--- config.mk ---
export PLATFORM = sky130hd
export DESIGN_NAME = port_pin_function_mux
export DESIGN_NICKNAME = d
export VERILOG_FILES = /design/src/pin_mux_pkg.sv /design/src/reset_qualifier.sv /design/src/port_pin_function_mux.sv
export SDC_FILE = /design/constraint.sdc
export NUM_CORES = 1
export LEC_CHECK = 0
export BUFFER_PORTS_ARGS = -buffer_cell sky130_fd_sc_hd__buf_2
export CORE_MARGIN = 2
export CORE_UTILIZATION = 49
export CTS_CLUSTER_DIAMETER = 200
export DETAILED_ROUTE_END_ITERATION = 8
export PLACE_DENSITY = 0.81
export SETUP_SLACK_MARGIN = 0.02
export SLEW_MARGIN = 30
export SYNTH_ARGS = -nofsm -noshare
export SYNTH_HDL_FRONTEND = slang
export SYNTH_SLANG_ARGS = --single-unit
--- constraint.sdc ---
create_clock -name clock -period 2.35 [get_ports clock]
set_input_delay 0.47 -clock clock [delete_from_list [all_inputs] [get_ports clock]]
set_output_delay 0.47 -clock clock [all_outputs]
set_load 0.005 [all_outputs]
--- src/pin_mux_pkg.sv ---
// Notes on behaviour
// - GPIO mode: debug pin output only, input ignored
// - Reset only after low of 100 ns
// - Port B bit 0 bidirectional, switchable pullup
// - Port B bit 0 to timer or converter
// - Keyboard pins: pulldown only with wake enabled
// - Port A bit n drives wake bit n
// - Serial on: port A bit 3 data out
// - Serial on: port A bit 2 data in
// - Serial on: port A bit 1 clock in
// - Serial on: port A bit 0 select, low
// - Debug pin low at reset end: debug
package pin_mux_pkg;
  // APB register byte offsets
  localparam logic [7:0] ctrl_addr = 8'h00;
  localparam logic [7:0] porta_dir_addr = 8'h04;
  localparam logic [7:0] porta_out_addr = 8'h08;
  localparam logic [7:0] porta_pull_addr = 8'h0C;
  localparam logic [7:0] wake_en_addr = 8'h10;
  localparam logic [7:0] portb_addr = 8'h14;
  localparam logic [7:0] pin_in_addr = 8'h18;
  localparam logic [7:0] irq_status_addr = 8'h1C;
  localparam logic [7:0] irq_enable_addr = 8'h20;
  localparam logic [7:0] irq_clear_addr = 8'h24;
  // Control register fields
  localparam int ctrl_serial_en = 0;
  localparam int ctrl_gpio_mode = 1;
  // Port B register fields
  localparam int pb_dir = 0;
  localparam int pb_out = 1;
  localparam int pb_pullup = 2;
  localparam int pb_sel_lo = 3;
  localparam int pb_sel_hi = 4;
  // Port B function selections
  localparam logic [1:0] pb_fn_gpio = 2'h0;
  localparam logic [1:0] pb_fn_timer = 2'h1;
  localparam logic [1:0] pb_fn_adc = 2'h2;
  // Status bits: wake events 0..3, external reset 4
  localparam int irq_reset_bit = 4;
  localparam int irq_width = 5;
  // Least reset low time and clock rate
  localparam int reset_low_ns = 100;
  localparam int clock_mhz = 250;
  localparam int reset_low_cycles = (reset_low_ns * clock_mhz + 999) / 1000;
endpackage

--- src/reset_qualifier.sv ---
`timescale 1ns/10ps
// Qualifies the external reset pin: pulse only on a long enough low
module reset_qualifier #(
  parameter int min_cycles = pin_mux_pkg::reset_low_cycles
) (
  input wire logic clock,
  input wire logic resetn,
  input wire logic pin_reset_n,
  output logic reset_pulse
);
  // Saturating count of low cycles
  logic [7:0] low_count;

  // The 8-bit counter saturates at its top, so longer minimums cannot be served
  if (min_cycles < 1 || min_cycles > 254) begin : g_bad_min_cycles
    $error("min_cycles out of range");
  end

  // Count while low, clear when high
  always_ff @(posedge clock) begin
    if (!resetn) begin
      low_count <= 8'h00;
    end else if (!pin_reset_n) begin
      if (low_count != 8'hFF) begin
        low_count <= low_count + 8'h01;
      end
    end else begin
      low_count <= 8'h00;
    end
  end

  // Fire on the rise that ends a qualified low
  always_ff @(posedge clock) begin
    if (!resetn) begin
      reset_pulse <= 1'b0;
    end else begin
      reset_pulse <= pin_reset_n && (low_count >= 8'(min_cycles));
    end
  end
endmodule

--- src/port_pin_function_mux.sv ---
// Register access over APB and the address map are this design's own decisions.
`timescale 1ns/10ps
// Pin-function multiplexer for port A, port B and the reset pin
module port_pin_function_mux (
  input wire logic clock,
  input wire logic resetn,
  // APB slave
  input wire logic psel,
  input wire logic penable,
  input wire logic pwrite,
  input wire logic [7:0] paddr,
  input wire logic [31:0] pwdata,
  output logic [31:0] prdata,
  output logic pready,
  output logic pslverr,
  // Port A bits 0..3
  input wire logic [3:0] porta_in,
  output logic [3:0] porta_out,
  output logic [3:0] porta_oe,
  output logic [3:0] porta_pullup,
  output logic [3:0] porta_pulldown,
  // Debug-capable bit 4
  input wire logic port_a_bit4_debug_pin_in,
  output logic port_a_bit4_debug_pin_out,
  output logic port_a_bit4_debug_pin_oe,
  output logic background_debug_state,
  // Port B bit 0
  input wire logic port_b_bit0_in,
  output logic port_b_bit0_out,
  output logic port_b_bit0_oe,
  output logic port_b_bit0_pullup,
  // Timer channel and converter input
  input wire logic timer_channel_zero_out,
  input wire logic timer_channel_zero_oe,
  output logic timer_channel_zero_in,
  output logic converter_input_three_en,
  // Serial interface, device side
  input wire logic serial_data_to_host,
  output logic serial_data_from_host,
  output logic serial_clock_from_host,
  output logic serial_select_n,
  // Wake and reset
  output logic [3:0] wake_irq,
  input wire logic pin_reset_n,
  output logic external_reset,
  output logic irq
);
  // Software state
  logic serial_en;
  logic gpio_mode;
  logic [3:0] dir_a;
  logic [4:0] out_a;
  logic [3:0] pull_a;
  logic [3:0] wake_en;
  logic [4:0] portb_cfg;
  logic [4:0] irq_status;
  logic [4:0] irq_enable;
  logic [3:0] wake_prev;
  logic por_done;
  logic reset_pulse;
  logic [4:0] irq_set;
  logic [4:0] irq_clr;

  // Bus strobes
  wire bus_access = psel && penable;
  wire bus_write = bus_access && pwrite;

  // Address is mapped
  function automatic logic mapped(input logic [7:0] a);
    case (a)
      pin_mux_pkg::ctrl_addr, pin_mux_pkg::porta_dir_addr,
      pin_mux_pkg::porta_out_addr, pin_mux_pkg::porta_pull_addr,
      pin_mux_pkg::wake_en_addr, pin_mux_pkg::portb_addr,
      pin_mux_pkg::pin_in_addr, pin_mux_pkg::irq_status_addr,
      pin_mux_pkg::irq_enable_addr, pin_mux_pkg::irq_clear_addr: mapped = 1'b1;
      default: mapped = 1'b0;
    endcase
  endfunction

  // Zero-wait slave
  assign pready = 1'b1;
  assign pslverr = bus_access && !mapped(paddr);

  // Control register writes
  always_ff @(posedge clock) begin
    if (!resetn) begin
      serial_en <= 1'b0;
      gpio_mode <= 1'b0;
      dir_a <= 4'h0;
      out_a <= 5'h00;
      pull_a <= 4'h0;
      wake_en <= 4'h0;
      portb_cfg <= 5'h00;
      irq_enable <= 5'h00;
    end else if (bus_write) begin
      case (paddr)
        pin_mux_pkg::ctrl_addr: begin
          serial_en <= pwdata[pin_mux_pkg::ctrl_serial_en];
          gpio_mode <= pwdata[pin_mux_pkg::ctrl_gpio_mode];
        end
        pin_mux_pkg::porta_dir_addr: dir_a <= pwdata[3:0];
        pin_mux_pkg::porta_out_addr: out_a <= pwdata[4:0];
        pin_mux_pkg::porta_pull_addr: pull_a <= pwdata[3:0];
        pin_mux_pkg::wake_en_addr: wake_en <= pwdata[3:0];
        pin_mux_pkg::portb_addr: portb_cfg <= pwdata[4:0];
        pin_mux_pkg::irq_enable_addr: irq_enable <= pwdata[4:0];
        default: begin
        end
      endcase
    end
  end

  // Read data register
  always_ff @(posedge clock) begin
    if (!resetn) begin
      prdata <= 32'h0000_0000;
    end else if (psel && !penable && !pwrite) begin
      case (paddr)
        pin_mux_pkg::ctrl_addr: prdata <= {30'h0, gpio_mode, serial_en};
        pin_mux_pkg::porta_dir_addr: prdata <= {28'h0, dir_a};
        pin_mux_pkg::porta_out_addr: prdata <= {27'h0, out_a};
        pin_mux_pkg::porta_pull_addr: prdata <= {28'h0, pull_a};
        pin_mux_pkg::wake_en_addr: prdata <= {28'h0, wake_en};
        pin_mux_pkg::portb_addr: prdata <= {27'h0, portb_cfg};
        // debug pin input reads zero in GPIO mode
        pin_mux_pkg::pin_in_addr: prdata <= {26'h0, port_b_bit0_in,
          port_a_bit4_debug_pin_in && !gpio_mode, porta_in};
        pin_mux_pkg::irq_status_addr: prdata <= {27'h0, irq_status};
        pin_mux_pkg::irq_enable_addr: prdata <= {27'h0, irq_enable};
        default: prdata <= 32'h0000_0000;
      endcase
    end
  end

  // Port A pin drive, serial overrides GPIO on bits 0..3
  always_comb begin
    porta_out = out_a[3:0];
    porta_oe = dir_a;
    if (serial_en) begin
      porta_out = {serial_data_to_host, 3'h0};
      porta_oe = 4'h8;
    end
  end

  // Pull devices; pulldown needs wake enable
  always_comb begin
    porta_pullup = serial_en ? 4'h0 : (pull_a & ~wake_en);
    porta_pulldown = serial_en ? 4'h0 : (pull_a & wake_en);
  end

  // Serial inputs from port A
  assign serial_data_from_host = serial_en && porta_in[2];
  assign serial_clock_from_host = serial_en && porta_in[1];
  assign serial_select_n = !serial_en || porta_in[0];

  // Wake inputs: pin n to bit n, blocked while serial owns the pins
  assign wake_irq = serial_en ? 4'h0 : (porta_in & wake_en);

  // Debug pin: output only in GPIO mode
  assign port_a_bit4_debug_pin_out = out_a[4];
  assign port_a_bit4_debug_pin_oe = gpio_mode;

  // Port B bit 0 function routing
  wire [1:0] pb_sel = portb_cfg[pin_mux_pkg::pb_sel_hi:pin_mux_pkg::pb_sel_lo];
  always_comb begin
    port_b_bit0_out = portb_cfg[pin_mux_pkg::pb_out];
    port_b_bit0_oe = portb_cfg[pin_mux_pkg::pb_dir];
    converter_input_three_en = 1'b0;
    unique case (pb_sel)
      pin_mux_pkg::pb_fn_timer: begin
        port_b_bit0_out = timer_channel_zero_out;
        port_b_bit0_oe = timer_channel_zero_oe;
      end
      pin_mux_pkg::pb_fn_adc: begin
        port_b_bit0_oe = 1'b0;
        converter_input_three_en = 1'b1;
      end
      default: begin
      end
    endcase
  end
  assign port_b_bit0_pullup = portb_cfg[pin_mux_pkg::pb_pullup] &&
    (pb_sel != pin_mux_pkg::pb_fn_adc);
  assign timer_channel_zero_in = (pb_sel == pin_mux_pkg::pb_fn_timer) && port_b_bit0_in;

  // Debug strap caught on the first edge after reset release
  always_ff @(posedge clock) begin
    if (!resetn) begin
      por_done <= 1'b0;
      background_debug_state <= 1'b0;
    end else if (!por_done) begin
      por_done <= 1'b1;
      background_debug_state <= !port_a_bit4_debug_pin_in;
    end
  end

  // External reset qualifier
  reset_qualifier #(
    .min_cycles(pin_mux_pkg::reset_low_cycles)
  ) u_reset_qualifier (
    .clock(clock),
    .resetn(resetn),
    .pin_reset_n(pin_reset_n),
    .reset_pulse(reset_pulse)
  );
  assign external_reset = reset_pulse;

  // Wake edge history
  always_ff @(posedge clock) begin
    if (!resetn) begin
      wake_prev <= 4'h0;
    end else begin
      wake_prev <= wake_irq;
    end
  end

  // Sticky status; set wins over clear
  assign irq_set = {reset_pulse, wake_irq & ~wake_prev};
  assign irq_clr = (bus_write && paddr == pin_mux_pkg::irq_clear_addr) ?
    pwdata[4:0] : 5'h00;
  always_ff @(posedge clock) begin
    if (!resetn) begin
      irq_status <= 5'h00;
    end else begin
      irq_status <= (irq_status & ~irq_clr) | irq_set;
    end
  end
  assign irq = |(irq_status & irq_enable);
endmodule

==> summary.txt <==
Outcome
  – Outcome: complete, no violations

STA
  – Sum Neg Setup Slack: 0 ns
  – Headroom to the max-slew limit: 63.09%
  – Tcrit/Tclk final: 87.37%
  – RSZ-0062 raised after global routing: no
  – Final setup fails: 0
  – Final hold viol count: 0
  – F_max: 487.0 MHz
  – Skew final: 0.002514 ns
  – Worst-margin pin slew: 0.5459 ns
  – Time the worst path needs with I/O delays and setup: 2.053 ns
  – Max-slew violations: 0

Yosys
  – Most common cell in the netlist: dfxtp_1
  – Post-Syn Instances: 360
  – Yosys top cell area share: 36.12%
  – Mapped Area: 3048 um^2
  – Most frequent cells after synthesis: dfxtp_1 (55), nor2_1 (52), mux2i_1 (33)
  – Synth Flop Type: dfxtp_1
  – Yosys top cell by area: dfxtp_1
  – Synthesis-stage register bit count: 55
  – Post-synthesis sequential area ratio: 36.12%
  – Post-synth EDFFs: 0
  – Synth warn: 0
  – Synth async-reset ratio: 0%
  – Syn Area/Cell: 8.466 um^2
  – Number of distinct library cells after synthesis: 52
  – Top cells by area, synth: dfxtp_1 (36%), mux2i_1 (11%), buf_4 (6.9%), nor2_1 (6.4%), nand3_1 (3.6%)

Drt
  – Antenna violation net count after detailed routing: 0
  – Per-cell routed wire length: 15.32 um
  – Post-Route WL: 7658 um
  – Via density: 5.572
  – Residual DRC: 0
  – Drt pass-1 iters: 7
  – Detailed-route via count: 2,786
  – Number of DRC markers in iteration 0: 316

Global routing
  – Pin count of the biggest net entering global routing: 32
  – Tot GR Track Use: 21.59%
  – Vias in the first global route: 2,463
  – Initial antenna violation count: 0
  – Gr ovfl total: 0
  – First-pass GRT wire length: 12,160 um

Power
  – LEAKAGE: 1.673 nW
  – VDD IR max: 0.0002488 V
  – PD cells: 484.4 nW/um^2
  – Total power: 1.687 mW

Placement
  – Placed cell area: 3379 um^2
  – I/O Buffers: 67
  – Hpwl dp: 5849 um
  – Routability cong.: 0.8920

Final layout
  – Antenna cell count: 0
  – Layout Cell Area excl Fill: 3482 um^2
  – Nets: 485
  – Number of filler cells placed in the layout: 569
  – Reg area: 1101 um^2
  – Layout area overhead: 14.24%
  – Area of the multi-input gates: 1737 um^2
  – Share of layout cells above drive strength 1: 23.29%

Clock network
  – Clock-pin slew on the worst setup and hold paths: 0.09 ns
  – Post-CTS sizing: 0
  – CTS tree: built
  – Clk_lat worst skew: 0.30 ns
  – Root Driver: clkbuf_8
  – Clock sink count: 55
  – Post-CTS Setup Repair Bufs: 0
  – Hold_buf cts: 0
  – Num CTS Buffers: 5
  – CTS H-tree depth: 2
  – CTS Buffer Depth: 2

Critical path
  – Critical Path End Type: output pin
  – Worst EP required: 1.88 ns
  – CP Class: input port to output pin
  – R2r setup slk: 0.81 ns
  – Crit-path cells: buf_2 -> or4_4 -> nor2_1 -> a211oi_1 -> buf_2
  – CP max-delay cell: or4_4
  – Setup crit start kind: input port
  – Critical path fanouts, max: 6
  – Critical Path AT: 1.58 ns
  – Cell mode on critical path: buf_2
  – Crit path largest cell delay: 0.57 ns

Floorplan
  – Die Wd: 82.87 um
  – Io pins: 122
  – Initial core utilization: 51.18%
  – Core area: 5956 um^2
  – Die Span Y: 82.87 um
  – Die area: 6867 um^2
  – Core Rows: 28

Flow run
  – Max_cap viols: 0

Hold path
  – Worst hold path class: input port to flop
## state kept, by name, summed over array words and instances (netlist names)
name	flops
u_reset_qualifier.low_count	8
prdata	6
irq_enable	5
irq_status	5
out_a	5
portb_cfg	5
dir_a	4
pull_a	4
wake_en	4
wake_prev	4
background_debug_state	1
por_done	1
port_a_bit4_debug_pin_oe	1
serial_en	1
u_reset_qualifier.reset_pulse	1
## per-layer routing
| metal | global-route usage, % | share of wire (%) |
|---|---|---|
| met5 | 0 | 0 |
| met4 | 6.259 | 1.4 |
| met3 | 4.871 | 9.8 |
| met2 | 34.53 | 47 |
| met1 | 29.19 | 42 |
## kinds of logic after synthesis
group | share of synthesized area (%)
fa+ha+maj | 2.053
flops | 36.12
xor+xnor | 0.8622
buf+inv | 9.975
simple gates | 26.93
compound gates | 11.13
mux | 12.68
other cells | 0.2464
## layout by cell type, fill, tap and decap left out, drive strengths merged, types with 3 or more instances in the layout
| master | synthesis | routed |
|---|---|---|
| a222oi | 3 | 3 |
| nor2 | 52 | 52 |
| nand2 | 26 | 26 |
| conb | 2 | 27 |
| ha | 5 | 5 |
| nand3 | 22 | 22 |
| a22oi | 5 | 5 |
| inv | 6 | 6 |
| and3 | 5 | 5 |
| nor3b | 6 | 6 |
| nor3 | 9 | 9 |
| buf | 32 | 79 |
| a21oi | 7 | 7 |
| and3b | 4 | 4 |
| dfxtp | 55 | 55 |
| mux2i | 33 | 33 |
| o2bb2ai | 4 | 4 |
| a31o | 4 | 4 |
| a32oi | 3 | 3 |
| mux2 | 5 | 5 |
| nor4b | 4 | 4 |
| nand2b | 5 | 5 |
| and2 | 6 | 6 |
| nor2b | 9 | 9 |
| clkbuf | 14 | 6 |
| o21ai | 6 | 6 |
| nand4 | 3 | 3 |
## final timing paths
kind / start / end / depth (start not counted)
max: paddr[7] / pslverr / 5
min: pin_reset_n / u_reset_qualifier.reset_pulse / 3
max reg2reg: serial_en / irq_status[0] / 4
min reg2reg: prdata[5] / prdata[5] / 2
## critical path, delay by kind of cell
kind	cells	cell delay [ns]
and+or+nand+nor	2	0.77
buffers and inverters	2	0.27
AOI/OAI and AO/OA	1	0.07
## final cells by class
type | instances | share of cell area (%)
Multi-Input combinational cell | 278 | 49.87
Sequential cell | 55 | 31.62
Timing Repair Buffer | 79 | 12.22
Tap cell | 75 | 2.695
Clock buffer | 6 | 2.084
Clock inverter | 1 | 0.8624
Inverter | 6 | 0.6468
## power by group
part | switching [mW] | leakage (nW) | internal, mW
Combinational | 0.0917 | 1.18 | 0.0461
Sequential | 0.00298 | 0.444 | 0.935
Clock | 0.298 | 0.0513 | 0.313
Total | 0.393 | 1.67 | 1.29
## stage by stage
stage / std cells / setup slack [ns] / hold slack, ns / util [%]
detailed placement: 493 / 0.2571 / 0.4506 / 56.74
CTS: 500 / 0.2924 / 0.3834 / 58.47
floorplan: 385 / 0.4570 / 0.4485 / -
global placement: 493 / 0.2839 / 0.4302 / 56.74
finish: 500 / 0.2968 / 0.3872 / 58.47
global route: 500 / 0.2281 / 0.3902 / 58.47
(Power assumes the default switching activity.)
